`src/rtl/fws_pkg.sv`:
```
// fws_pkg: shared constants for the flash status-polling controller
// assumes a parallel nor flash with status bits on the low data byte
package fws_pkg;
  // ----------------------------------------------------------------
  // status bit positions on the data byte
  // ----------------------------------------------------------------
  localparam int DATA_POLL_POS    = 7;
  localparam int TOGGLE_ONE_POS   = 6;
  localparam int TIMEOUT_FAIL_POS = 5;
  localparam int ERASE_TIMER_POS  = 3;
  localparam int TOGGLE_TWO_POS   = 2;
  // ----------------------------------------------------------------
  // flash command data
  // ----------------------------------------------------------------
  localparam logic [7:0] RESET_CMD = 8'hf0;
  // ----------------------------------------------------------------
  // axi register offsets (byte addresses)
  // ----------------------------------------------------------------
  localparam logic [7:0] CTRL_OFS   = 8'h00;
  localparam logic [7:0] ADDR_OFS   = 8'h04;
  localparam logic [7:0] EXPECT_OFS = 8'h08;
  localparam logic [7:0] STATUS_OFS = 8'h0c;
  localparam logic [7:0] DATA_OFS   = 8'h10;
  // ctrl bits
  localparam int CTRL_GO_POS     = 0;
  localparam int CTRL_MODE_POS   = 1;
  localparam int CTRL_ERASE_POS  = 2;
  // status bits
  localparam int ST_BUSY_POS = 0;
  localparam int ST_DONE_POS = 1;
  localparam int ST_FAIL_POS = 2;
  localparam int ST_RDY_POS  = 3;
  localparam logic [31:0] STATUS_RST = 32'h0000_0000;
  // ----------------------------------------------------------------
  // bus timing
  // ----------------------------------------------------------------
  localparam int CLK_NS      = 20;
  localparam int READ_NS     = 100;
  localparam int READ_CYC    = (READ_NS + CLK_NS - 1) / CLK_NS;
  localparam int WRITE_NS    = 60;
  localparam int WRITE_CYC   = (WRITE_NS + CLK_NS - 1) / CLK_NS;
  localparam int IDLE_NS     = 40;
  localparam int IDLE_CYC    = (IDLE_NS + CLK_NS - 1) / CLK_NS;
  typedef enum logic [2:0] {
    FWS_IDLE, FWS_RD_LOW, FWS_RD_HOLD, FWS_GAP, FWS_WR_LOW, FWS_WR_HOLD
  } fws_bus_type;
endpackage : fws_pkg

```
`src/rtl/fws_cycle.sv`:
```
// fws_cycle: one asynchronous read or write cycle on the flash pins
// assumes the flash meets its access time within the read count
`timescale 1ns/1ns
module fws_cycle
  import fws_pkg::*;
(
  // clock and reset
  input  wire logic       clk,
  input  wire logic       rst,
  // request
  input  wire logic       rd_req,
  input  wire logic       wr_req,
  input  wire logic [7:0] wr_data,
  output logic            done,
  output logic [7:0]      rd_data,
  // flash pins (data already synchronised)
  input  wire logic [7:0] dq_in,
  output logic [7:0]      dq_out,
  output logic            dq_oe,
  output logic            oe_n,
  output logic            we_n
);
  fws_bus_type st_q, st_d;
  logic [3:0]  cnt_q, cnt_d;
  logic [7:0]  rd_q, rd_d;
  logic [7:0]  wd_q, wd_d;
  logic        done_q, done_d;

  function automatic logic [3:0] cyc(input int n);
    return n[3:0];
  endfunction : cyc

  always_comb begin
    st_d   = st_q;
    cnt_d  = cnt_q;
    rd_d   = rd_q;
    wd_d   = wd_q;
    done_d = 1'b0;
    case (st_q)
      FWS_IDLE: begin
        if (rd_req) begin
          st_d  = FWS_RD_LOW;
          cnt_d = cyc(READ_CYC + 2);
        end else if (wr_req) begin
          st_d  = FWS_WR_LOW;
          wd_d  = wr_data;
          cnt_d = cyc(WRITE_CYC);
        end
      end
      // extra cycles cover the two-stage input synchroniser
      FWS_RD_LOW: begin
        if (cnt_q == 4'h0) begin
          rd_d = dq_in;
          st_d = FWS_GAP;
          cnt_d = cyc(IDLE_CYC);
        end else cnt_d = cnt_q - 4'h1;
      end
      FWS_WR_LOW: begin
        if (cnt_q == 4'h0) begin
          st_d  = FWS_WR_HOLD;
          cnt_d = cyc(IDLE_CYC);
        end else cnt_d = cnt_q - 4'h1;
      end
      FWS_WR_HOLD: begin
        if (cnt_q == 4'h0) begin
          st_d   = FWS_IDLE;
          done_d = 1'b1;
        end else cnt_d = cnt_q - 4'h1;
      end
      // oe high between reads so every read is a distinct cycle
      FWS_GAP: begin
        if (cnt_q == 4'h0) begin
          st_d   = FWS_IDLE;
          done_d = 1'b1;
        end else cnt_d = cnt_q - 4'h1;
      end
      default: st_d = FWS_IDLE;
    endcase
  end

  always_ff @(posedge clk) begin
    if (rst) begin
      st_q   <= FWS_IDLE;
      cnt_q  <= 4'h0;
      rd_q   <= 8'h00;
      wd_q   <= 8'h00;
      done_q <= 1'b0;
    end else begin
      st_q   <= st_d;
      cnt_q  <= cnt_d;
      rd_q   <= rd_d;
      wd_q   <= wd_d;
      done_q <= done_d;
    end
  end

  assign done    = done_q;
  assign rd_data = rd_q;
  assign oe_n    = (st_q != FWS_RD_LOW);
  assign we_n    = (st_q != FWS_WR_LOW);
  assign dq_oe   = (st_q == FWS_WR_LOW) || (st_q == FWS_WR_HOLD);
  assign dq_out  = wd_q;
endmodule : fws_cycle

```
`src/rtl/fws_poll.sv`:
```
// fws_poll: host controller polling program/erase status of a nor flash
// assumes software issued the command sequence; axi4-lite slave for orders
// How it works
// device drives complement of programmed bit7
// poll at the programmed address
// protected program: status about 1 us
// erase drives poll bit low, then high
// erase polled inside a selected sector
// all-protected erase: status about 100 us
// partly protected erase skips protected sectors
// array data valid from next read
// re-read poll bit after fail bit
// ready_busy_n low while busy
// status valid after last write pulse
// toggle bit one inverts each read
// toggle valid during erase time-out
// erase suspend stops toggle bit one
// suspend-program toggles until done
// protected program toggles about 1 us
// toggle bit two inverts in erasing sectors
// reads delimited by oe or ce
// read twice, compare toggle bit
// fail bit high: recheck, else reset
// resumed polling restarts from first step
// device sets fail bit on limit
// reset command is f0 at any address
// idle device returns array data
`timescale 1ns/1ns
module fws_poll
  import fws_pkg::*;
#(
  parameter int ADDR_W = 20
) (
  // clock and reset
  input  wire logic              MCLK,
  input  wire logic              SYS_RST,
  // axi4-lite write channels
  input  wire logic              S_AWVALID,
  output logic                   S_AWREADY,
  input  wire logic [7:0]        S_AWADDR,
  input  wire logic              S_WVALID,
  output logic                   S_WREADY,
  input  wire logic [31:0]       S_WDATA,
  input  wire logic [3:0]        S_WSTRB,
  output logic                   S_BVALID,
  input  wire logic              S_BREADY,
  output logic [1:0]             S_BRESP,
  // axi4-lite read channels
  input  wire logic              S_ARVALID,
  output logic                   S_ARREADY,
  input  wire logic [7:0]        S_ARADDR,
  output logic                   S_RVALID,
  input  wire logic              S_RREADY,
  output logic [31:0]            S_RDATA,
  output logic [1:0]             S_RRESP,
  // flash pins
  output logic [ADDR_W-1:0]      FL_ADDR,
  input  wire logic [7:0]        FL_DQ_IN,
  output logic [7:0]             FL_DQ_OUT,
  output logic                   FL_DQ_OE,
  output logic                   FL_CE_N,
  output logic                   FL_OE_N,
  output logic                   FL_WE_N,
  input  wire logic              FL_READY_BUSY_N
);
  if (ADDR_W < 1 || ADDR_W > 32) begin : g_bad_addr_w
    $error("fws_poll: bad ADDR_W");
  end

  typedef enum logic [2:0] {
    P_IDLE, P_READ1, P_READ2, P_CHECK, P_RECHECK, P_RESET, P_FINAL
  } fws_poll_type;

  // ----------------------------------------------------------------
  // pin synchronisers
  // ----------------------------------------------------------------
  logic [7:0] dq_s1_q, dq_s2_q;
  logic       rb_s1_q, rb_s2_q;
  always_ff @(posedge MCLK) begin
    if (SYS_RST) begin
      dq_s1_q <= 8'h00;
      dq_s2_q <= 8'h00;
      rb_s1_q <= 1'b1;
      rb_s2_q <= 1'b1;
    end else begin
      dq_s1_q <= FL_DQ_IN;
      dq_s2_q <= dq_s1_q;
      rb_s1_q <= FL_READY_BUSY_N;
      rb_s2_q <= rb_s1_q;
    end
  end

  // ----------------------------------------------------------------
  // bus cycle engine
  // ----------------------------------------------------------------
  logic       cyc_rd, cyc_wr, cyc_done, oe_n_c, we_n_c, dq_oe_c;
  logic [7:0] cyc_data, dq_out_c;
  fws_cycle u_cycle (
    .clk     (MCLK),
    .rst     (SYS_RST),
    .rd_req  (cyc_rd),
    .wr_req  (cyc_wr),
    .wr_data (RESET_CMD),
    .done    (cyc_done),
    .rd_data (cyc_data),
    .dq_in   (dq_s2_q),
    .dq_out  (dq_out_c),
    .dq_oe   (dq_oe_c),
    .oe_n    (oe_n_c),
    .we_n    (we_n_c)
  );

  // ----------------------------------------------------------------
  // registers and polling state
  // ----------------------------------------------------------------
  fws_poll_type st_q, st_d;
  logic [31:0]  addr_q, addr_d;
  logic [7:0]   exp_q, exp_d, first_q, first_d, data_q, data_d;
  logic         mode_q, mode_d, erase_q, erase_d;
  logic         busy_q, busy_d, ok_q, ok_d, fail_q, fail_d;
  logic         awr_q, awr_d, wr_q, wr_d, bv_q, bv_d;
  logic         arr_q, arr_d, rv_q, rv_d;
  logic [31:0]  rdata_q, rdata_d;
  logic [1:0]   rresp_q, rresp_d, bresp_q, bresp_d;
  logic         rd_go, wr_go;

  function automatic logic toggled(input logic [7:0] a, input logic [7:0] b,
                                   input logic two);
    return (a[TOGGLE_ONE_POS] ^ b[TOGGLE_ONE_POS]) |
           (two & (a[TOGGLE_TWO_POS] ^ b[TOGGLE_TWO_POS]));
  endfunction : toggled

  assign wr_go  = S_AWVALID && S_WVALID && !bv_q;
  assign rd_go  = S_ARVALID && !rv_q;
  assign cyc_rd = (st_q == P_READ1 || st_q == P_READ2 ||
                   st_q == P_RECHECK || st_q == P_FINAL) && !cyc_done;
  // reset command f0
  assign cyc_wr = (st_q == P_RESET) && !cyc_done;

  always_comb begin
    st_d = st_q;  addr_d = addr_q;  exp_d = exp_q;  first_d = first_q;
    data_d = data_q;  mode_d = mode_q;  erase_d = erase_q;
    busy_d = busy_q;  ok_d = ok_q;  fail_d = fail_q;
    awr_d = 1'b0;  wr_d = 1'b0;  bv_d = bv_q;  bresp_d = bresp_q;
    arr_d = 1'b0;  rv_d = rv_q;  rdata_d = rdata_q;  rresp_d = rresp_q;
    if (bv_q && S_BREADY) bv_d = 1'b0;
    if (rv_q && S_RREADY) rv_d = 1'b0;
    if (wr_go && !awr_q) begin
      awr_d = 1'b1;
      wr_d  = 1'b1;
    end
    if (awr_q) begin
      bv_d    = 1'b1;
      bresp_d = 2'b00;
      case (S_AWADDR)
        CTRL_OFS: begin
          // a go accepted while not busy restarts from first read
          if (S_WSTRB[0] && S_WDATA[CTRL_GO_POS] && !busy_q) begin
            mode_d  = S_WDATA[CTRL_MODE_POS];
            erase_d = S_WDATA[CTRL_ERASE_POS];
            busy_d  = 1'b1;
            ok_d    = 1'b0;
            fail_d  = 1'b0;
            st_d    = P_READ1;
          end
        end
        // R5: poll address supplied by software
        ADDR_OFS: if (!busy_q) addr_d = S_WDATA;
        EXPECT_OFS: if (!busy_q && S_WSTRB[0]) exp_d = S_WDATA[7:0];
        STATUS_OFS, DATA_OFS: ;
        default: bresp_d = 2'b10;
      endcase
    end
    if (rd_go && !arr_q) begin
      arr_d   = 1'b1;
      rv_d    = 1'b1;
      rresp_d = 2'b00;
      case (S_ARADDR)
        CTRL_OFS:   rdata_d = {29'h0, erase_q, mode_q, 1'b0};
        ADDR_OFS:   rdata_d = addr_q;
        EXPECT_OFS: rdata_d = {24'h0, exp_q};
        STATUS_OFS: begin
          rdata_d = STATUS_RST;
          rdata_d[ST_BUSY_POS] = busy_q;
          rdata_d[ST_DONE_POS] = ok_q;
          rdata_d[ST_FAIL_POS] = fail_q;
          // busy pin level
          rdata_d[ST_RDY_POS]  = rb_s2_q;
        end
        DATA_OFS:   rdata_d = {24'h0, data_q};
        default: begin
          rdata_d = 32'h0;
          rresp_d = 2'b10;
        end
      endcase
    end
    case (st_q)
      P_IDLE: ;
      P_READ1: if (cyc_done) begin
        first_d = cyc_data;
        st_d    = mode_q ? P_READ2 : P_CHECK;
        data_d  = cyc_data;
      end
      // second read for comparison
      P_READ2: if (cyc_done) begin
        data_d = cyc_data;
        st_d   = P_CHECK;
      end
      P_CHECK: begin
        if (mode_q) begin
          if (!toggled(first_q, data_q, erase_q)) st_d = P_FINAL;
          // fail bit seen, recheck toggling
          else if (data_q[TIMEOUT_FAIL_POS]) st_d = P_RECHECK;
          else begin
            first_d = data_q;
            st_d    = P_READ2;
          end
        end else begin
          // R4: poll bit true means done
          if (data_q[DATA_POLL_POS] == exp_q[DATA_POLL_POS]) st_d = P_FINAL;
          // fail bit, read poll bit again
          else if (data_q[TIMEOUT_FAIL_POS]) st_d = P_RECHECK;
          else st_d = P_READ1;
        end
      end
      P_RECHECK: if (cyc_done) begin
        if (mode_q ? !toggled(data_q, cyc_data, erase_q)
                   : cyc_data[DATA_POLL_POS] == exp_q[DATA_POLL_POS])
          st_d = P_FINAL;
        else st_d = P_RESET;
      end
      P_RESET: if (cyc_done) begin
        fail_d = 1'b1;
        busy_d = 1'b0;
        st_d   = P_IDLE;
      end
      // array data taken from a fresh read
      P_FINAL: if (cyc_done) begin
        data_d = cyc_data;
        ok_d   = 1'b1;
        busy_d = 1'b0;
        st_d   = P_IDLE;
      end
      default: st_d = P_IDLE;
    endcase
  end

  always_ff @(posedge MCLK) begin
    if (SYS_RST) begin
      st_q <= P_IDLE;  addr_q <= 32'h0;  exp_q <= 8'h00;
      first_q <= 8'h00;  data_q <= 8'h00;  mode_q <= 1'b0;
      erase_q <= 1'b0;  busy_q <= 1'b0;  ok_q <= 1'b0;  fail_q <= 1'b0;
      awr_q <= 1'b0;  wr_q <= 1'b0;  bv_q <= 1'b0;  bresp_q <= 2'b00;
      arr_q <= 1'b0;  rv_q <= 1'b0;  rdata_q <= 32'h0;  rresp_q <= 2'b00;
      FL_ADDR <= '0;  FL_DQ_OUT <= 8'h00;  FL_DQ_OE <= 1'b0;
      FL_CE_N <= 1'b1;  FL_OE_N <= 1'b1;  FL_WE_N <= 1'b1;
    end else begin
      st_q <= st_d;  addr_q <= addr_d;  exp_q <= exp_d;
      first_q <= first_d;  data_q <= data_d;  mode_q <= mode_d;
      erase_q <= erase_d;  busy_q <= busy_d;  ok_q <= ok_d;
      fail_q <= fail_d;  awr_q <= awr_d;  wr_q <= wr_d;  bv_q <= bv_d;
      bresp_q <= bresp_d;  arr_q <= arr_d;  rv_q <= rv_d;
      rdata_q <= rdata_d;  rresp_q <= rresp_d;
      // ce held low, oe delimits each read
      FL_ADDR <= addr_q[ADDR_W-1:0];
      FL_DQ_OUT <= dq_out_c;
      FL_DQ_OE <= dq_oe_c;
      FL_CE_N <= !busy_q;
      FL_OE_N <= oe_n_c;
      FL_WE_N <= we_n_c;
    end
  end

  assign S_AWREADY = awr_q;
  assign S_WREADY  = wr_q;
  assign S_BVALID  = bv_q;
  assign S_BRESP   = bresp_q;
  assign S_ARREADY = arr_q;
  assign S_RVALID  = rv_q;
  assign S_RDATA   = rdata_q;
  assign S_RRESP   = rresp_q;
endmodule : fws_poll

```
`config.mk`:
```
export PLATFORM = sky130hd
export DESIGN_NAME = fws_poll
export DESIGN_NICKNAME = d
export VERILOG_FILES = /design/src/rtl/fws_pkg.sv /design/src/rtl/fws_cycle.sv /design/src/rtl/fws_poll.sv
export SDC_FILE = /design/constraint.sdc
export NUM_CORES = 1
export LEC_CHECK = 0
export BUFFER_PORTS_ARGS = -buffer_cell sky130_fd_sc_hd__buf_2
export CORE_ASPECT_RATIO = 0.75
export CORE_MARGIN = 3
export CORE_UTILIZATION = 54
export CTS_CLUSTER_DIAMETER = 100
export CTS_CLUSTER_SIZE = 30
export DETAILED_ROUTE_END_ITERATION = 7
export PLACE_DENSITY = 0.8
export SLEW_MARGIN = 20
export SYNTH_ARGS = -nofsm -noshare
export SYNTH_HDL_FRONTEND = slang
export SYNTH_SLANG_ARGS = --single-unit
```
`constraint.sdc`:
```
create_clock -name MCLK -period 2.4 [get_ports MCLK]
set_clock_uncertainty 0.1 [all_clocks]
set_input_delay 0.36 -clock MCLK [delete_from_list [all_inputs] [get_ports MCLK]]
set_output_delay 0.36 -clock MCLK [all_outputs]
set_load 0.05 [all_outputs]
```
==> out/qor.csv <==
metric;value;unit
outcome;finished clean;
# setup viols final;0;
layout cells sized above 1;28.9;%
Max-Cap Viols;0;
clock root buffer;clkbuf_16;
Hold-fix buffers, CTS;0;
WL met3;1190;um
Hold Path Depth;2;
Final nets;860;
Die H;98.9;um
Routed wire per std cell;15.5;um
worst reg2reg startpoint;u_cycle.cnt_q[0];
Adder-Cell Fraction of Synth Area;0.403;%
xor/xnor share of the synthesized area;1.27;%
Die Span X;130;um
P_int;4050;uW
max incr delay on CP;670;ps
RSZ-0062 raised after global routing;no;
critical path class;flop to flop;
final core occ;67.1;%
Synth Area in Compound Gates;15.6;%
starting DRC count in detailed routing;384;
Unique masters post-synth;64;
M1 WL;6600;um
critical-path cell list;inv_1 > ha_1 > nor3b_1 > o21ai_0 > nand3_1 > o21ba_2 > o21ai_1;
Via density;5.54;
Comb pwr share;4.5;%
ANT nets after route;0;
input/output buffers;131;
TritonCTS Buffers;17;
first-pass GRT wire length;23400;um
worst skew pair latency;430;ps
Final Hold Vio Count;0;
Yosys warning count;0;
peak supply drop;0.527;mV
hpwl dp;10200;um
fraction of registers with async set/reset;0;%
Hold EP;rb_s1_q;
I/O Pins;141;
clk buf depth;2;
slowest library cell on the worst path;nor3b_1;
most frequent cells in the layout;dfxtp_1 (156), buf_2 (130), nand2_1 (100);
number of synthesized flops with an enable pin;0;
max_slew headroom;46.3;%
antenna violations before repair;0;
Mapped Cells;675;
syn_area_per_cell;9.20;um^2
critical path required time;2660;ps
total track usage;22.8;%
Psw;1290;uW
Post-CTS Setup Inserts;0;
largest family of logic cells by synthesized area;simple AND/OR/NAND/NOR gates;
met2 routed WL;6560;um
Row Count;33;
Main synth FF type;dfxtp_1;
First-pass DRT Iterations;5;
largest net degree at the start of global routing;69;
ANT cells;0;
multiplexer share of the synthesized area;3.99;%
commonest non-fill, non-tap cell in the layout;dfxtp_1;
actual transition at the worst max-transition pin;803;ps
Switching Share;24.2;%
worst reg-to-reg setup slack;110;ps
grt total ovfl;0;
CTS tree;built;
Max Slew Vio Count;0;
hold_sp;FL_READY_BUSY_N;
Worst R2R End;u_cycle.cnt_q[3];
Static Leak;0.00306;uW
H-tree depth;4;
power per cell area;719;nW/um^2
clock share of power;46.5;%
cell depth of the worst flop-to-flop path;7;
worst setup path startpoint;u_cycle.cnt_q[0];
starting density of the core;56.1;%
sequential area share after synthesis;50.3;%
vias in the first global route;4908;
crit path DAT;2540;ps
simple-gate share of the synthesized area;23.0;%
Worst-path clk slew;70;ps
DRC;0;
clock sinks;156;
Area Growth Syn to Fin;19.5;%
crit path launch type;flop;
Final TNS setup;0;ps
full die area;12800;um^2
placed cells;911;
vias;5227;
total power;5340;uW
Seq pwr share;49.0;%
Final period util;95.2;%
fmax;438;MHz
wirelength, routed;14600;um
Cell Count, Final, Fillers Out;943;
post-layout minimum cycle time;2290;ps
#FFs+latches synth;156;
max layer used;met4;
worst min path class;input port to flop;
core area;11100;um^2
mapped cell area;6210;um^2
CP Capture Type;flop;
Worst Path Max Fanout;7;
GPL Wtd Cong;0.889;
stage by stage:
stage | hold slack [ps] | worst slack (ps) | cell area, um^2
floorplan | 289 | 333 | 6230
global placement | 295 | 213 | 6880
detailed placement | 300 | 142 | 6880
CTS | 23.4 | 125 | 7420
global route | 27.4 | 6.57 | 7420
finish | 28.5 | 115 | 7420
metal layers:
layer | vias up | GRT usage (%)
li1 | 2536 | -
met1 | 2452 | 30.7
met2 | 210 | 34.9
met3 | 29 | 6.18
met4 | 0 | 9.11
met5 | - | 0
registers in the layout, indices dropped and copies added (netlist names), 2 cells and up:
name,count
u_cycle.st_q,3
u_cycle.rd_data,8
st_q,3
S_RDATA,32
addr_q,32
first_q,2
u_cycle.cnt_q,4
data_q,8
exp_q,8
FL_ADDR,20
dq_s2_q,8
dq_s1_q,8
worst max-delay path, delay by kind of cell (launching register included):
| kind | cells | cell delay [ps] |
|---|---|---|
| flops | 1 | 350 |
| fa+ha+maj | 1 | 190 |
| compound gates | 3 | 530 |
| simple gates | 2 | 890 |
| buf+inv | 1 | 150 |
synth_stat cells, types with 2 or more instances:
master     instances  share of area (%)
buf_1              2               0.12
xor2_1             4               0.56
nor3_1            11               0.89
a211oi_1           2               0.24
nand3_1           17                1.4
nand2_1          100                6.0
clkbuf_1          31                1.9
o221ai_1           2               0.28
a22o_1             5               0.71
nand4b_1           2               0.28
nand3b_1           2               0.24
buf_12             2               0.64
mux4_2             2               0.73
or3_1              3               0.30
o2111ai_1          2               0.28
o22ai_1            2               0.20
nor2b_1           45                4.5
or2_2              3               0.30
nor2_2            21                2.1
a21oi_1           56                4.5
buf_2              3               0.24
xnor2_1            5               0.71
and2_1             3               0.30
nor4_1             3               0.30
a22oi_2           20                4.0
nor2_1            52                3.1
nor3b_1            6               0.73
o21ai_0           16                1.3
inv_1              9               0.54
mux2i_1           18                2.9
a31oi_1            5               0.50
and4_1             2               0.28
a311oi_1           3               0.42
mux2_2             2               0.36
a22oi_1           12                1.5
nand2b_1           6               0.60
buf_4             13                1.6
ha_1               2               0.40
dfxtp_1          156                 50
cell families after synthesis:
logic type      after synthesis
compound gates              137
xor+xnor                      9
fa+ha+maj                     2
buf+inv                      62
flops                       156
mux                          22
other cells                   1
simple gates                286
what timing repair did:
item,CTS,global route
endpoints found under the hold margin,0,0
setup endpoints to repair,0,1
resized for setup,0,1
area by class of cell:
cell class                      instances  area, um^2
Timing Repair Buffer                  144         768
Clock inverter                         14         106
Fill cell                             869        3640
Inverter                                9        33.8
Multi-Input combinational cell        462        2780
Tap cell                              140         175
Clock buffer                           18         439
Sequential cell                       156        3120
how the worst max path moves through the flow:
stage                  endpoint  cells after the start
6_report       u_cycle.cnt_q[3]                      7
5_1_grt        u_cycle.cnt_q[3]                      7
4_1_cts        u_cycle.cnt_q[3]                      7
3_5_place_dp   u_cycle.cnt_q[3]                      7
3_3_place_gp   u_cycle.cnt_q[3]                      7
2_1_floorplan  u_cycle.cnt_q[3]                      8
power by group through the flow:
stage	clock network [uW]	registers, uW	logic (uW)
after global routing	2590	2620	257
final	2480	2620	239
after floorplan	0	2700	133
after global placement	0	2680	230
after detailed placement	0	2680	234
after CTS	2500	2620	236
Power figures use the tool's default switching activity.
